### src/inc/pcsst_params.svh
// Register map, field positions, reset values and coding constants of the lane status block.
`ifndef PCSST_PARAMS_SVH
`define PCSST_PARAMS_SVH

`define PCSST_OFS_CTRL      8'h00
`define PCSST_OFS_STATUS    8'h04
`define PCSST_OFS_IRQ_STAT  8'h08
`define PCSST_OFS_IRQ_CLR   8'h0C
`define PCSST_OFS_IRQ_EN    8'h10
`define PCSST_OFS_SPACING   8'h14
`define PCSST_OFS_MK2_LO    8'h18
`define PCSST_OFS_MK2_HI    8'h1C
`define PCSST_OFS_MK3_LO    8'h20
`define PCSST_OFS_MK3_HI    8'h24

`define PCSST_CTRL_RX_TP    0
`define PCSST_CTRL_TX_TP    1
`define PCSST_CTRL_RX_RST   2
`define PCSST_CTRL_TX_RST   3

`define PCSST_ST_LOCK_LSB   0
`define PCSST_ST_ALIGNED    4
`define PCSST_ST_HI_BER     5
`define PCSST_ST_LFAULT     6
`define PCSST_ST_FIFO_ERR   7
`define PCSST_ST_PFAULT     8

`define PCSST_IRQ_FIFO      0
`define PCSST_IRQ_HI_BER    1
`define PCSST_IRQ_ALIGN     2
`define PCSST_IRQ_TP_ERR    3

`define PCSST_CTRL_RST      4'h0
`define PCSST_SPACING_RST   16'h3FFF
`define PCSST_MARKER_RST    64'h0000000000000000

`define PCSST_IDLE_PAYLOAD  64'h000000000000001E
`define PCSST_HDR_CTRL      2'h2
`define PCSST_SCR_TAP_A     38
`define PCSST_SCR_TAP_B     57
`define PCSST_RESP_OKAY     2'h0
`define PCSST_RESP_SLVERR   2'h2

`endif

### src/inc/pcsst_pkg.sv
// Types shared by the lane status block and its scrambler.
package pcsst_pkg;
  typedef logic [3:0]  pcsst_lane_t;
  typedef logic [63:0] pcsst_word_t;
  typedef logic [15:0] pcsst_nibs_t;

  typedef struct packed {
    logic [57:0] lfsr;
    logic [63:0] dout;
    logic        dvalid;
  } pcsst_scr_state_t;

  typedef struct packed {
    logic        aw_got;
    logic [7:0]  aw_addr;
    logic        w_got;
    logic [31:0] w_data;
    logic [3:0]  w_strb;
    logic        bvalid;
    logic [1:0]  bresp;
    logic        rvalid;
    logic [31:0] rdata;
    logic [1:0]  rresp;
    logic [3:0]  ctrl;
    logic [15:0] rx_sp;
    logic [15:0] tx_sp;
    logic [63:0] mk2;
    logic [63:0] mk3;
    logic [3:0]  irq_st;
    logic [3:0]  irq_en;
    logic [3:0]  lock;
    logic        aligned;
    logic        hi_ber;
    logic        lfault;
    logic        pfault;
    logic        fifo_err;
    logic [15:0] sh_err;
    logic [3:0]  sh_vld;
    logic [1:0]  bad;
    logic        bad_vld;
    logic [7:0]  tp_err;
    logic        tp_vld;
    logic [1:0]  tx_hdr;
    logic [1:0]  rx_hdr;
  } pcsst_state_t;
endpackage : pcsst_pkg

### src/inc/pcsst_scr_if.sv
// Word stream between the status block and one self-synchronising scrambler.
`timescale 1ns/1ps
interface pcsst_scr_if;
  logic [63:0] din;
  logic        din_valid;
  logic        clear;
  logic [63:0] dout;
  logic        dout_valid;
  modport host (output din, output din_valid, output clear, input dout, input dout_valid);
  modport core (input din, input din_valid, input clear, output dout, output dout_valid);
endinterface : pcsst_scr_if

### src/hw/pcsst_lane_status.sv
// Receive status, statistics increments and test-pattern control of a four-lane PCS.
`timescale 1ns/1ps

// Function
// - Receive test-pattern bit set checks scrambled idle, unless a higher mode wins.
// - Transmit test-pattern bit one generates scrambled idle, unless a higher mode wins.
// - Clock-compensation FIFO underflow or overflow drives the receive FIFO error high.
// - Local fault follows the decoder initial-state flag, one register stage later.
// - Excess error rate is a level, high while the error rate is over limit.
// - Four-bit block-lock level vector, one bit per lane.
// - Eight-bit test-error count per cycle, active only in receive test mode.
// - Test-error count is a one-cycle pulse with an exact valid indicator.
// - Two-bit code-violation increment, passed through every cycle and meaningful only with its valid.
// - Each lane gives a four-bit sync-header error increment, meaningful with its valid.
// - Each lane has its own increment valid, high when its increment is valid.
// - Aligned is a level, high only while all lanes are aligned and deskewed.
// - While aligned is low the receive path reports a path fault.
module pcsst_lane_status (
  // Clock, reset and enable.
  input  wire logic                 aclk,
  input  wire logic                 aresetn,
  input  wire logic                 ce,
  // AXI4-Lite register port.
  input  wire logic [7:0]           s_axi_awaddr,
  input  wire logic                 s_axi_awvalid,
  output      logic                 s_axi_awready,
  input  wire logic [31:0]          s_axi_wdata,
  input  wire logic [3:0]           s_axi_wstrb,
  input  wire logic                 s_axi_wvalid,
  output      logic                 s_axi_wready,
  output      logic [1:0]           s_axi_bresp,
  output      logic                 s_axi_bvalid,
  input  wire logic                 s_axi_bready,
  input  wire logic [7:0]           s_axi_araddr,
  input  wire logic                 s_axi_arvalid,
  output      logic                 s_axi_arready,
  output      logic [31:0]          s_axi_rdata,
  output      logic [1:0]           s_axi_rresp,
  output      logic                 s_axi_rvalid,
  input  wire logic                 s_axi_rready,
  output      logic                 irq,
  // Raw receive datapath indications.
  input  wire pcsst_pkg::pcsst_lane_t lane_lock_in,
  input  wire pcsst_pkg::pcsst_nibs_t lane_sh_err_in,
  input  wire pcsst_pkg::pcsst_lane_t lane_word_strobe,
  input  wire logic [1:0]           bad_code_in,
  input  wire logic                 bad_code_strobe,
  input  wire logic                 decoder_in_init,
  input  wire logic                 lanes_deskewed,
  input  wire logic                 ber_over_limit,
  input  wire logic                 cc_fifo_underflow,
  input  wire logic                 cc_fifo_overflow,
  input  wire logic                 rx_higher_mode,
  input  wire pcsst_pkg::pcsst_word_t rx_tp_word,
  input  wire logic [1:0]           rx_tp_header,
  input  wire logic                 rx_tp_strobe,
  // Receive status and increments.
  output      pcsst_pkg::pcsst_lane_t rx_block_lock,
  output      logic                 rx_aligned,
  output      logic                 rx_excess_error_rate,
  output      logic                 rx_local_fault,
  output      logic                 rx_path_fault,
  output      logic                 rx_fifo_error,
  output      pcsst_pkg::pcsst_nibs_t rx_sh_err_inc,
  output      pcsst_pkg::pcsst_lane_t rx_sh_err_valid,
  output      logic [1:0]           rx_bad_code_inc,
  output      logic                 rx_bad_code_valid,
  output      logic [7:0]           rx_test_err_inc,
  output      logic                 rx_test_err_valid,
  output      logic                 rx_port_reset,
  // Transmit stream and static controls.
  input  wire logic                 tx_higher_mode,
  input  wire pcsst_pkg::pcsst_word_t tx_word_in,
  input  wire logic [1:0]           tx_header_in,
  input  wire logic                 tx_strobe_in,
  output      pcsst_pkg::pcsst_word_t tx_word_out,
  output      logic [1:0]           tx_header_out,
  output      logic                 tx_strobe_out,
  output      logic                 tx_port_reset,
  output      logic [15:0]          rx_marker_spacing,
  output      logic [15:0]          tx_marker_spacing,
  output      pcsst_pkg::pcsst_word_t tx_lane2_marker_value,
  output      pcsst_pkg::pcsst_word_t tx_lane3_marker_value
);
  import pcsst_pkg::*;
  `include "pcsst_params.svh"

  pcsst_state_t q;
  pcsst_state_t d;
  pcsst_scr_if  tx_scr ();
  pcsst_scr_if  rx_scr ();
  logic         rx_tp_on;
  logic         tx_tp_on;
  logic         rx_rst;
  logic         tx_rst;
  logic [3:0]   irq_ev;
  logic         wr_ok;
  logic [31:0]  rd_val;
  logic [1:0]   rd_resp;
  logic [15:0]  sh_next;

  function automatic logic [31:0] merge(input logic [31:0] old, input logic [31:0] nw,
                                        input logic [3:0] strb);
    logic [31:0] r;
    r = old;
    for (int b = 0; b < 4; b++) begin
      if (strb[b]) begin
        r[b*8 +: 8] = nw[b*8 +: 8];
      end
    end
    return r;
  endfunction : merge

  function automatic logic [7:0] popcount(input logic [65:0] v);
    logic [7:0] c;
    c = 8'h00;
    for (int i = 0; i < 66; i++) begin
      c = c + {7'h00, v[i]};
    end
    return c;
  endfunction : popcount

  ////////////////////////////////////////////////////////////////////////////
  // Mode decode. Higher-precedence modes live outside and simply veto test mode.
  assign rx_rst   = q.ctrl[`PCSST_CTRL_RX_RST];
  assign tx_rst   = q.ctrl[`PCSST_CTRL_TX_RST];
  assign rx_tp_on = q.ctrl[`PCSST_CTRL_RX_TP] & ~rx_higher_mode & ~rx_rst;
  assign tx_tp_on = q.ctrl[`PCSST_CTRL_TX_TP] & ~tx_higher_mode;

  ////////////////////////////////////////////////////////////////////////////
  // Transmit scrambler: test mode feeds idle payload so traffic is replaced.
  assign tx_scr.din       = tx_tp_on ? `PCSST_IDLE_PAYLOAD : tx_word_in;
  assign tx_scr.din_valid = tx_strobe_in & ~tx_rst;
  assign tx_scr.clear     = tx_rst;

  pcsst_scrambler #(.DESCRAMBLE(1'b0)) u_tx_scr (
    .aclk    (aclk),
    .aresetn (aresetn),
    .ce      (ce),
    .scr     (tx_scr.core)
  );

  // Receive checker descrambles the test stream and compares it against idle.
  assign rx_scr.din       = rx_tp_word;
  assign rx_scr.din_valid = rx_tp_strobe & rx_tp_on;
  assign rx_scr.clear     = ~rx_tp_on;

  pcsst_scrambler #(.DESCRAMBLE(1'b1)) u_rx_scr (
    .aclk    (aclk),
    .aresetn (aresetn),
    .ce      (ce),
    .scr     (rx_scr.core)
  );

  ////////////////////////////////////////////////////////////////////////////
  // Read mux.
  always_comb begin
    rd_val  = 32'h00000000;
    rd_resp = `PCSST_RESP_OKAY;
    case (s_axi_araddr)
      `PCSST_OFS_CTRL:     rd_val = 32'(q.ctrl);
      `PCSST_OFS_STATUS:   rd_val = {23'h000000, q.pfault, q.fifo_err, q.lfault, q.hi_ber,
                                     q.aligned, q.lock};
      `PCSST_OFS_IRQ_STAT: rd_val = 32'(q.irq_st);
      `PCSST_OFS_IRQ_CLR:  rd_val = 32'h00000000;
      `PCSST_OFS_IRQ_EN:   rd_val = 32'(q.irq_en);
      `PCSST_OFS_SPACING:  rd_val = {q.tx_sp, q.rx_sp};
      `PCSST_OFS_MK2_LO:   rd_val = q.mk2[31:0];
      `PCSST_OFS_MK2_HI:   rd_val = q.mk2[63:32];
      `PCSST_OFS_MK3_LO:   rd_val = q.mk3[31:0];
      `PCSST_OFS_MK3_HI:   rd_val = q.mk3[63:32];
      default:             rd_resp = `PCSST_RESP_SLVERR;
    endcase
  end

  // Markers are refused unless the transmit port reset is held, spacings unless both port resets are held.
  always_comb begin
    case (q.aw_addr)
      `PCSST_OFS_CTRL, `PCSST_OFS_IRQ_CLR, `PCSST_OFS_IRQ_EN: wr_ok = 1'b1;
      `PCSST_OFS_SPACING: wr_ok = rx_rst & tx_rst;
      `PCSST_OFS_MK2_LO, `PCSST_OFS_MK2_HI,
      `PCSST_OFS_MK3_LO, `PCSST_OFS_MK3_HI: wr_ok = tx_rst;
      default: wr_ok = 1'b0;
    endcase
  end

  ////////////////////////////////////////////////////////////////////////////
  // Next-state logic.
  always_comb begin
    d = q;
    irq_ev = 4'h0;
    // Write channel capture, either order.
    if (s_axi_awvalid && s_axi_awready) begin
      d.aw_got  = 1'b1;
      d.aw_addr = s_axi_awaddr;
    end
    if (s_axi_wvalid && s_axi_wready) begin
      d.w_got  = 1'b1;
      d.w_data = s_axi_wdata;
      d.w_strb = s_axi_wstrb;
    end
    if (q.bvalid && s_axi_bready) begin
      d.bvalid = 1'b0;
    end
    if (q.aw_got && q.w_got && !q.bvalid) begin
      d.aw_got = 1'b0;
      d.w_got  = 1'b0;
      d.bvalid = 1'b1;
      d.bresp  = wr_ok ? `PCSST_RESP_OKAY : `PCSST_RESP_SLVERR;
      if (wr_ok) begin
        case (q.aw_addr)
          `PCSST_OFS_CTRL:    d.ctrl = 4'(merge(32'(q.ctrl), q.w_data, q.w_strb));
          `PCSST_OFS_IRQ_EN:  d.irq_en = 4'(merge(32'(q.irq_en), q.w_data, q.w_strb));
          `PCSST_OFS_SPACING: {d.tx_sp, d.rx_sp} = merge({q.tx_sp, q.rx_sp}, q.w_data, q.w_strb);
          `PCSST_OFS_MK2_LO:  d.mk2[31:0]  = merge(q.mk2[31:0], q.w_data, q.w_strb);
          `PCSST_OFS_MK2_HI:  d.mk2[63:32] = merge(q.mk2[63:32], q.w_data, q.w_strb);
          `PCSST_OFS_MK3_LO:  d.mk3[31:0]  = merge(q.mk3[31:0], q.w_data, q.w_strb);
          `PCSST_OFS_MK3_HI:  d.mk3[63:32] = merge(q.mk3[63:32], q.w_data, q.w_strb);
          default: ;
        endcase
      end
    end
    // Read channel.
    if (q.rvalid && s_axi_rready) begin
      d.rvalid = 1'b0;
    end
    if (s_axi_arvalid && s_axi_arready) begin
      d.rvalid = 1'b1;
      d.rdata  = rd_val;
      d.rresp  = rd_resp;
    end

    // Receive status levels, one register stage from the datapath.
    d.lock    = lane_lock_in;
    d.aligned = lanes_deskewed & ~rx_rst;
    d.hi_ber  = ber_over_limit;
    d.lfault  = decoder_in_init;
    d.pfault  = decoder_in_init | ~d.aligned;
    // The FIFO error stays up until the receive port is reset.
    if (rx_rst) begin
      d.fifo_err = 1'b0;
    end else if (cc_fifo_underflow || cc_fifo_overflow) begin
      d.fifo_err = 1'b1;
    end

    // Increments are qualified; a held port reset silences every valid.
    d.sh_vld  = lane_word_strobe & {4{~rx_rst}};
    d.sh_err  = sh_next;
    d.bad     = bad_code_in;
    d.bad_vld = bad_code_strobe & ~rx_rst;
    d.rx_hdr  = rx_tp_header;
    d.tp_vld  = rx_scr.dout_valid & rx_tp_on;
    d.tp_err  = 8'h00;
    if (rx_scr.dout_valid && rx_tp_on) begin
      d.tp_err = popcount({q.rx_hdr ^ `PCSST_HDR_CTRL,
                           rx_scr.dout ^ `PCSST_IDLE_PAYLOAD});
    end

    // Transmit header is registered with its word, in step with the scrambler output.
    if (tx_strobe_in) begin
      d.tx_hdr = tx_tp_on ? `PCSST_HDR_CTRL : tx_header_in;
    end

    // Interrupt events; a new event wins over a clear in the same cycle.
    irq_ev[`PCSST_IRQ_FIFO]   = d.fifo_err & ~q.fifo_err;
    irq_ev[`PCSST_IRQ_HI_BER] = d.hi_ber & ~q.hi_ber;
    irq_ev[`PCSST_IRQ_ALIGN]  = q.aligned & ~d.aligned;
    irq_ev[`PCSST_IRQ_TP_ERR] = d.tp_vld & (d.tp_err != 8'h00);
    if (q.aw_got && q.w_got && !q.bvalid && q.aw_addr == `PCSST_OFS_IRQ_CLR && q.w_strb[0]) begin
      d.irq_st = q.irq_st & ~q.w_data[3:0];
    end
    d.irq_st = d.irq_st | irq_ev;
  end

  ////////////////////////////////////////////////////////////////////////////
  // Per-lane sync-header increments.
  for (genvar l = 0; l < 4; l++) begin : g_lane
    assign sh_next[l*4 +: 4] = lane_word_strobe[l] ? lane_sh_err_in[l*4 +: 4] : 4'h0;
  end

  always_ff @(posedge aclk) begin
    if (!aresetn) begin
      q       <= '0;
      q.ctrl  <= `PCSST_CTRL_RST;
      q.rx_sp <= `PCSST_SPACING_RST;
      q.tx_sp <= `PCSST_SPACING_RST;
      q.mk2   <= `PCSST_MARKER_RST;
      q.mk3   <= `PCSST_MARKER_RST;
    end else if (ce) begin
      q <= d;
    end
  end

  ////////////////////////////////////////////////////////////////////////////
  // Outputs.
  assign s_axi_awready         = ~q.aw_got & ~q.bvalid;
  assign s_axi_wready          = ~q.w_got & ~q.bvalid;
  assign s_axi_bvalid          = q.bvalid;
  assign s_axi_bresp           = q.bresp;
  assign s_axi_arready         = ~q.rvalid;
  assign s_axi_rvalid          = q.rvalid;
  assign s_axi_rdata           = q.rdata;
  assign s_axi_rresp           = q.rresp;
  assign irq                   = |(q.irq_st & q.irq_en);
  assign rx_block_lock         = q.lock;
  assign rx_aligned            = q.aligned;
  assign rx_excess_error_rate  = q.hi_ber;
  assign rx_local_fault        = q.lfault;
  assign rx_path_fault         = q.pfault;
  assign rx_fifo_error         = q.fifo_err;
  assign rx_sh_err_inc         = q.sh_err;
  assign rx_sh_err_valid       = q.sh_vld;
  assign rx_bad_code_inc       = q.bad;
  assign rx_bad_code_valid     = q.bad_vld;
  assign rx_test_err_inc       = q.tp_err;
  assign rx_test_err_valid     = q.tp_vld;
  assign rx_port_reset         = rx_rst;
  assign tx_port_reset         = tx_rst;
  assign tx_word_out           = tx_scr.dout;
  assign tx_header_out         = q.tx_hdr;
  assign tx_strobe_out         = tx_scr.dout_valid;
  assign rx_marker_spacing     = q.rx_sp;
  assign tx_marker_spacing     = q.tx_sp;
  assign tx_lane2_marker_value = q.mk2;
  assign tx_lane3_marker_value = q.mk3;
endmodule : pcsst_lane_status

### src/hw/pcsst_scrambler.sv
// Self-synchronising x^58 + x^39 + 1 scrambler or descrambler, one 64-bit word per strobe.
`timescale 1ns/1ps
module pcsst_scrambler #(
  parameter bit DESCRAMBLE = 1'b0
) (
  // Clock, reset and enable.
  input  wire logic   aclk,
  input  wire logic   aresetn,
  input  wire logic   ce,
  // Word stream.
  pcsst_scr_if.core   scr
);
  import pcsst_pkg::*;
  `include "pcsst_params.svh"

  pcsst_scr_state_t q;
  pcsst_scr_state_t d;
  logic [57:0]      st;
  logic [63:0]      ob;
  logic             sb;

  ////////////////////////////////////////////////////////////////////////////
  // The first bit on the wire (bit 0) enters the polynomial first.
  always_comb begin
    d = q;
    d.dvalid = 1'b0;
    st = q.lfsr;
    ob = '0;
    sb = 1'b0;
    if (scr.clear) begin
      d.lfsr = '0;
    end else if (scr.din_valid) begin
      for (int i = 0; i < 64; i++) begin
        sb = scr.din[i] ^ st[`PCSST_SCR_TAP_A] ^ st[`PCSST_SCR_TAP_B];
        ob[i] = sb;
        st = {st[56:0], (DESCRAMBLE ? scr.din[i] : sb)};
      end
      d.lfsr = st;
      d.dout = ob;
      d.dvalid = 1'b1;
    end
  end

  always_ff @(posedge aclk) begin
    if (!aresetn) begin
      q <= '0;
    end else if (ce) begin
      q <= d;
    end
  end

  assign scr.dout = q.dout;
  assign scr.dout_valid = q.dvalid;
endmodule : pcsst_scrambler

### config.mk
export PLATFORM = sky130hd
export DESIGN_NAME = pcsst_lane_status
export DESIGN_NICKNAME = d
export VERILOG_FILES = /design/src/inc/pcsst_pkg.sv /design/src/inc/pcsst_scr_if.sv /design/src/hw/pcsst_lane_status.sv /design/src/hw/pcsst_scrambler.sv
export VERILOG_INCLUDE_DIRS = /design/src /design/src/inc
export SDC_FILE = /design/constraint.sdc
export NUM_CORES = 1
export LEC_CHECK = 0
export BUFFER_PORTS_ARGS = -buffer_cell sky130_fd_sc_hd__buf_2
export CAP_MARGIN = 10
export CORE_MARGIN = 3
export CORE_UTILIZATION = 40
export DETAILED_ROUTE_END_ITERATION = 7
export HOLD_SLACK_MARGIN = 0.06
export MAX_ROUTING_LAYER = met4
export PLACE_DENSITY_LB_ADDON = 0.15
export SYNTH_ARGS = -nofsm -noshare
export SYNTH_HDL_FRONTEND = slang
export SYNTH_SLANG_ARGS = --single-unit
### constraint.sdc
create_clock -name aclk -period 8.6 [get_ports aclk]
set_input_delay 0.43 -clock aclk [delete_from_list [all_inputs] [get_ports aclk]]
set_output_delay 0.43 -clock aclk [all_outputs]
set_load 0.005 [all_outputs]
==> flow_metrics.env, run 1 <==
export IMPL_tns_ps=0
export IMPL_worst_slew_pin_slew_ps=1250
export IMPL_dp_hpwl_mm=67.3
export IMPL_most_common_layout_cells="dfxtp_1 (544), buf_2 (535), nand2_1 (525)"
export IMPL_cts_tree="done"
export IMPL_crit_type="flop to flop"
export IMPL_synth_edf_count=0
export IMPL_drv_slew=0
export IMPL_ys_ff_latch=544
export IMPL_postRouteAntennaNets=0
export IMPL_async_flop_share=0
export IMPL_ff_latch_area_um2=10900
export IMPL_synth_distinct_cells=75
export IMPL_synth_compound_area_share=0.157
export IMPL_r2r_cells=21
export IMPL_die_h_um=266
export IMPL_hold_path_depth=3
export IMPL_required_ps=9080
export IMPL_met1_length_mm=37.5
export IMPL_status="finished clean"
export IMPL_syn_mean_instance_area_um2=8.70
export IMPL_period_share=0.771
export IMPL_cts_buffers=61
export IMPL_clkLatencyLatePin_ps=620
export IMPL_critPathBufInv=6
export IMPL_worst_setup_path_end_kind="flop"
export IMPL_grt_pass1_vias=21900
export IMPL_vias_per_cell=5.28
export IMPL_start_util=0.408
export IMPL_cp_arrival_ps=7110
export IMPL_grt_pass1_wl_mm=134
export IMPL_dr_max_layer_used="met4"
export IMPL_netlist_area_um2=27100
export IMPL_max_slew_margin=0.166
export IMPL_grt_max_degree=154
export IMPL_crit_cells=21
export IMPL_gp_congestion=0.876
export IMPL_synthMuxAreaShare=0.0442
export IMPL_fin_worst_skew_ps=13.8
export IMPL_routed_wl_mm=91.0
export IMPL_floorplan_die_width_um=266
export IMPL_syn_inst=3114
export IMPL_core_rowCount=94
export IMPL_synth_top_family_by_area="compound AO/OA/AOI/OAI gates"
export IMPL_grtUsageTotal=0.253
export IMPL_cp_slowest_cell="fa_1"
export IMPL_min_path_type="input pin to flop"
export IMPL_p_int_w=0.00445
export IMPL_yosys_warnings=0
export IMPL_switchingPower_w=0.00152
export IMPL_post_synth_xor_area_fraction=0.0788
export IMPL_fp_coreArea_um2=66500
export IMPL_synth_main_ff_cell="dfxtp_1"
export IMPL_fmax_ghz=0.151
export IMPL_drive_gt1_frac=0.219
export IMPL_swShare=0.254
export IMPL_via_count=22300
export IMPL_synthAdderAreaFrac=0.0488
export IMPL_path_cells="inv_1, fa_1, inv_1, fa_1, inv_1, fa_1, inv_1, fa_1, inv_1, fa_1, fa_1, fa_1, inv_1, fa_1, ha_1, fa_1, a21o_1, a21oi_1, mux2_2, nor4_1, o21ai_0"
export IMPL_start_kind="flop"
export IMPL_finish_net_count=3611
export IMPL_port_buffers=536
export IMPL_pin_count=540
export IMPL_power_w=0.00597
export IMPL_cp_common_cell="fa_1"
export IMPL_grt_antenna_before_repair=11
export IMPL_clkTransAtPathRegs_ps=60
export IMPL_r2r_setup_slack_ps=1970
export IMPL_numClockSinks=544
export IMPL_fin_crit_ps=6630
export IMPL_fill_cells=6547
export IMPL_rsz0062_at_grt="false"
export IMPL_setup_viol=0
export IMPL_powerDensity_nw_per_um2=194
export IMPL_r2r_start="u_rx_scr.scr.dout[33]$_SDFFE_PN0P_"
export IMPL_synth_seq_area_share=0.402
export IMPL_post_route_cell_area_um2=30800
export IMPL_worst_hold_slack_ps=91.1
export IMPL_synth_simple_gate_area_frac=0.145
export IMPL_drc_errors=0
export IMPL_cts_root_buffer="clkbuf_16"
export IMPL_maxCapViolCount=0
export IMPL_mostFrequentLayoutCell="dfxtp_1"
export IMPL_drtPass1Iterations=7
export IMPL_drt_iter0_drc=1637
export IMPL_crit_end="q[52]$_SDFFE_PN0P_"
export IMPL_area_growth_pct=13.5
export IMPL_combPwrFrac=0.106
export IMPL_peakVddDrop_uv=151
export IMPL_p_leak_nw=12.6
export IMPL_dieArea_um2=70900
export IMPL_cp_max_fo=3
export IMPL_worst_path_largest_cell_delay_ps=530
export IMPL_grt_overflow_total=0
export IMPL_multiInputGateArea_um2=12900
export IMPL_routedWlPerCell_um=21.5
export IMPL_clkPwrFrac=0.450
export IMPL_r2r_end="q[52]$_SDFFE_PN0P_"
export IMPL_dpl_cell_area_um2=28200
export IMPL_postLayoutCoreUtil=0.463
export IMPL_cts_resized=0
export IMPL_dr_wl_met2_mm=44.0
export IMPL_cts_buffer_depth=3
export IMPL_seq_power_share=0.444
export IMPL_h_tree_depth=2
export IMPL_startpoint="u_rx_scr.scr.dout[33]$_SDFFE_PN0P_"
export IMPL_cpLargestDelayFamily="adder cells"
export IMPL_finalHoldViolCount=0
export IMPL_met3RoutedLength_mm=6.57
-- state kept, by name (all words and copies together), names as in the netlist, 16 cells and up --
| name | flops |
|---|---|
| tx_marker_spacing | 16 |
| tx_lane3_marker_value | 64 |
| u_tx_scr.scr.dout | 64 |
| rx_marker_spacing | 16 |
| rx_sh_err_inc | 16 |
| u_rx_scr.scr.dout | 64 |
| u_rx_scr.q | 58 |
| q | 58 |
| u_tx_scr.q | 58 |
| s_axi_rdata | 32 |
| tx_lane2_marker_value | 64 |
-- what timing repair did --
action                    in CTS  in global routing
setup buffers                  0                  0
hold endpoints to repair      52                  0
hold buffers                  52                  0
-- tightest hold or removal path: stages --
cell and delay (ps):
buf_2 110, nand2_1 50, a21oi_1 60
-- logic make-up (layout without fill, tap and decap cells) --
family,count (synthesis),after routing
DFF,544,544
AOI/OAI and AO/OA,669,669
xor gates and xnor gates,234,234
muxes,114,114
adders and majority gates,72,72
other,1,13
buffers and inverters,591,831
and+or+nand+nor,889,889
-- power by group through the flow --
stage	Combinational, W	Clock [W]	Sequential, W
floorplan	0.000429	0	0.00268
global placement	0.000604	0	0.00270
detailed placement	0.000611	0	0.00271
CTS	0.000634	0.00273	0.00265
global route	0.000689	0.00284	0.00266
finish	0.000634	0.00268	0.00265
-- cell type report --
| class | count | share of cell area |
|---|---|---|
| clock inverter | 15 | 0.00696 |
| clock buffer | 93 | 0.0595 |
| sequential | 544 | 0.354 |
| timing repair buffer | 618 | 0.112 |
| multi-input combinational | 1981 | 0.419 |
| inverter | 105 | 0.0131 |
| tap | 864 | 0.0352 |
| antenna | 10 | 0.000814 |
-- Yosys cell counts (all sizes together), types with 3 or more instances --
library cell / count / area [µm²]
dfxtp: 544 / 10900
nand2: 525 / 1970
buf: 346 / 2460
a21oi: 254 / 1270
xnor2: 181 / 1590
o21ai: 163 / 820
clkbuf: 140 / 526
nand3: 140 / 701
nor2: 121 / 462
a22oi: 115 / 863
inv: 104 / 390
mux2i: 77 / 771
fa: 56 / 1120
xor2: 47 / 412
mux2: 36 / 405
o22ai: 29 / 181
a22o: 25 / 219
and3: 16 / 100
ha: 16 / 200
o2111ai: 14 / 305
nor3: 13 / 70.1
o211ai: 9 / 72.6
a32oi: 8 / 70.1
and2: 8 / 50.1
nor3b: 8 / 60.1
or3: 8 / 50.1
a211oi: 7 / 52.6
a311oi: 7 / 78.8
nor2b: 7 / 43.8
a21boi: 6 / 45.0
nand2b: 6 / 37.5
nand3b: 6 / 45.0
nor4b: 6 / 113
or4: 6 / 45.0
nor4: 5 / 61.3
o2bb2ai: 5 / 43.8
a31oi: 4 / 25.0
a32o: 4 / 40.0
and3b: 4 / 35.0
o21a: 4 / 30.0
xnor3: 4 / 90.1
a21o: 3 / 22.5
a221oi: 3 / 26.3
or2: 3 / 18.8
-- worst min path at each step --
| stage | start | to | slack [ps] |
|---|---|---|---|
| after floorplan | s_axi_rdata[2]$_SDFFE_PN0P_ | s_axi_rdata[2]$_SDFFE_PN0P_ | 430 |
| after global placement | u_rx_scr.scr.dout[40]$_SDFFE_PN0P_ | u_rx_scr.scr.dout[40]$_SDFFE_PN0P_ | 440 |
| after detailed placement | u_rx_scr.scr.dout[40]$_SDFFE_PN0P_ | u_rx_scr.scr.dout[40]$_SDFFE_PN0P_ | 440 |
| after CTS | lane_sh_err_in[9] | rx_sh_err_inc[9]$_SDFFE_PN0P_ | 60 |
| after global routing | s_axi_wdata[16] | q[275]$_SDFFE_PN0P_ | 70 |
| final | s_axi_wdata[16] | q[275]$_SDFFE_PN0P_ | 90 |
-- through the flow --
| step | worst slack, ps | cells |
|---|---|---|
| 2_1_floorplan | 2360 | 3116 |
| 3_3_place_gp | 2120 | 4060 |
| 3_5_place_dp | 2020 | 4060 |
| 4_1_cts | 1990 | 4220 |
| 5_1_grt | 1760 | 4230 |
| 6_report | 1970 | 4230 |
-- per-layer routing --
metal  vias to the layer above  GRT usage
li1                      10600          -
met1                     10800      0.306
met2                       794      0.423
met3                       159     0.0509
met4                         0     0.0852
met5                         -          -
Power figures use the tool's default switching activity.
==> run 2: changes to the inputs <==
clock period = 6.05 ns   (was 8.6 ns; I/O delays follow)
==> flow_metrics.env, run 2 (synthesis results as in run 1) <==
export IMPL_rsz0062_at_grt="true"
export IMPL_dp_hpwl_mm=66.9
export IMPL_finish_net_count=3716
export IMPL_floorplan_die_width_um=266
export IMPL_powerDensity_nw_per_um2=268
export IMPL_clkTransAtPathRegs_ps=60
export IMPL_grt_pass1_vias=22500
export IMPL_required_ps=6550
export IMPL_max_slew_margin=0.192
export IMPL_grt_util_met1=0.315
export IMPL_mostFrequentLayoutCell="dfxtp_1"
export IMPL_grtUsageMet3=0.0511
export IMPL_path_cells="inv_2, fa_1, fa_1, inv_1, fa_1, inv_2, fa_1, inv_1, fa_1, inv_2, fa_1, fa_1, inv_1, fa_1, ha_2, fa_2, a21o_1, a21oi_2, mux2_4, nor4_4, o21ai_1"
export IMPL_cp_arrival_ps=6670
export IMPL_critPathBufInv=6
export IMPL_cts_root_buffer="clkbuf_16"
export IMPL_numClockSinks=544
export IMPL_core_rowCount=94
export IMPL_grt_antenna_before_repair=10
export IMPL_drv_slew=0
export IMPL_switchingPower_w=0.00218
export IMPL_worst_hold_slack_ps=97.1
export IMPL_routed_wl_mm=91.7
export IMPL_drt_iter0_drc=1667
export IMPL_min_path_type="input pin to flop"
export IMPL_postRouteAntennaNets=0
export IMPL_cp_max_fo=2
export IMPL_cpLargestDelayFamily="adder cells"
export IMPL_grt_overflow_total=0
export IMPL_dieArea_um2=70900
export IMPL_violations="setup timing"
export IMPL_fp_coreArea_um2=66500
export IMPL_p_int_w=0.00638
export IMPL_post_route_cell_area_um2=31900
export IMPL_grt_max_degree=175
export IMPL_cts_tree="done"
export IMPL_finalHoldViolCount=0
export IMPL_fin_worst_skew_ps=23.4
export IMPL_power_w=0.00856
export IMPL_grt_busiest_layer="met2"
export IMPL_peakVddDrop_uv=217
export IMPL_via_count=22800
export IMPL_status="finished with violations"
export IMPL_die_h_um=266
export IMPL_seq_power_share=0.440
export IMPL_cp_common_cell="fa_1"
export IMPL_setup_viol=1
export IMPL_maxCapViolCount=0
export IMPL_grtUsageTotal=0.256
export IMPL_h_tree_depth=2
export IMPL_postLayoutCoreUtil=0.480
export IMPL_pin_count=540
export IMPL_fin_crit_ps=6170
export IMPL_worst_slack_ps=-116
export IMPL_port_buffers=536
export IMPL_p_leak_nw=13.0
export IMPL_fmax_ghz=0.162
export IMPL_worst_slew_pin_slew_ps=1210
export IMPL_vias_per_cell=5.26
export IMPL_drc_errors=0
export IMPL_gp_congestion=0.900
export IMPL_routedWlPerCell_um=21.1
export IMPL_most_common_layout_cells="dfxtp_1 (541), buf_2 (535), nand2_1 (525)"
export IMPL_worst_path_largest_cell_delay_ps=510
export IMPL_swShare=0.254
export IMPL_period_share=1.02
export IMPL_cts_buffers=61
export IMPL_drive_gt1_frac=0.220
export IMPL_area_growth_pct=17.8
export IMPL_tns_ps=-116
export IMPL_grt_use_met2=0.419
export IMPL_clkLatencyLatePin_ps=630
export IMPL_grt_pass1_wl_mm=137
export IMPL_combPwrFrac=0.111
export IMPL_drtPass1Iterations=6
export IMPL_dpl_cell_area_um2=28200
export IMPL_crit_type="flop to flop"
export IMPL_start_util=0.408
export IMPL_cp_slowest_cell="fa_1"
export IMPL_cts_buffer_depth=3
export IMPL_start_kind="flop"
export IMPL_worst_setup_path_end_kind="flop"
export IMPL_clkPwrFrac=0.449
==> run 2: what timing repair did <==
action / CTS / global route
hold buffers: 156 / 0
gates resized for setup: 7 / 8
endpoints found under the hold margin: 138 / 0
pin swaps: 8 / 6
endpoints found under the setup margin: 2 / 5
cloned: 0 / 0
buffers inserted: 1 / 2
==> run 2: final timing paths <==
kind	slack, ps	start	to	cells after the start
worst max-delay path	-120	u_rx_scr.scr.dout[57]$_SDFFE_PN0P_	q[52]$_SDFFE_PN0P_	21
worst max register to register	-120	u_rx_scr.scr.dout[57]$_SDFFE_PN0P_	q[52]$_SDFFE_PN0P_	21
worst min register to register	450	u_tx_scr.scr.dout[31]$_SDFFE_PN0P_	u_tx_scr.scr.dout[31]$_SDFFE_PN0P_	2
worst min-delay path	100	aresetn	tx_marker_spacing[5]$_SDFFE_PN1P_	2
==> run 2: cell type report <==
| cell class | instances | area [µm²] |
|---|---|---|
| Antenna cell | 13 | 32.5 |
| Clock buffer | 84 | 1770 |
| Clock inverter | 29 | 308 |
| Fill cell | 6424 | 34500 |
| Inverter | 105 | 402 |
| Multi-Input combinational cell | 1981 | 12900 |
| Sequential cell | 544 | 10900 |
| Tap cell | 864 | 1080 |
| Timing Repair Buffer | 723 | 4510 |
==> run 2: per-stage QoR <==
step                      instances  setup slack [ps]
after detailed placement       4060              -248
after global routing           4340              -336
after floorplan                3116              69.1
after CTS                      4330              -122
final                          4343              -116
after global placement         4060              -160
==> run 2: routing by layer <==
layer  up-vias  routed length (µm)
met1     11000               38900
met3       188                6120
met4         0                3410
met5         -                   0
met2       780               43300
li1      10800                   -
==> run 2: power groups by stage <==
stage,clock network [W],registers [W],logic [W]
after floorplan,0,0.00381,0.000610
after global placement,0,0.00384,0.000860
after detailed placement,0,0.00385,0.000867
after CTS,0.00392,0.00377,0.000952
after global routing,0.00406,0.00378,0.00104
final,0.00384,0.00377,0.000950
==> run 2: worst register-to-register path, delay by kind of cell, from the launching register on <==
| kind | cells | cell delay (ps) |
|---|---|---|
| buffers and inverters | 6 | 280 |
| DFF | 1 | 340 |
| and+or+nand+nor | 1 | 250 |
| AOI/OAI and AO/OA | 3 | 440 |
| muxes | 1 | 330 |
| adders and majority gates | 10 | 4440 |
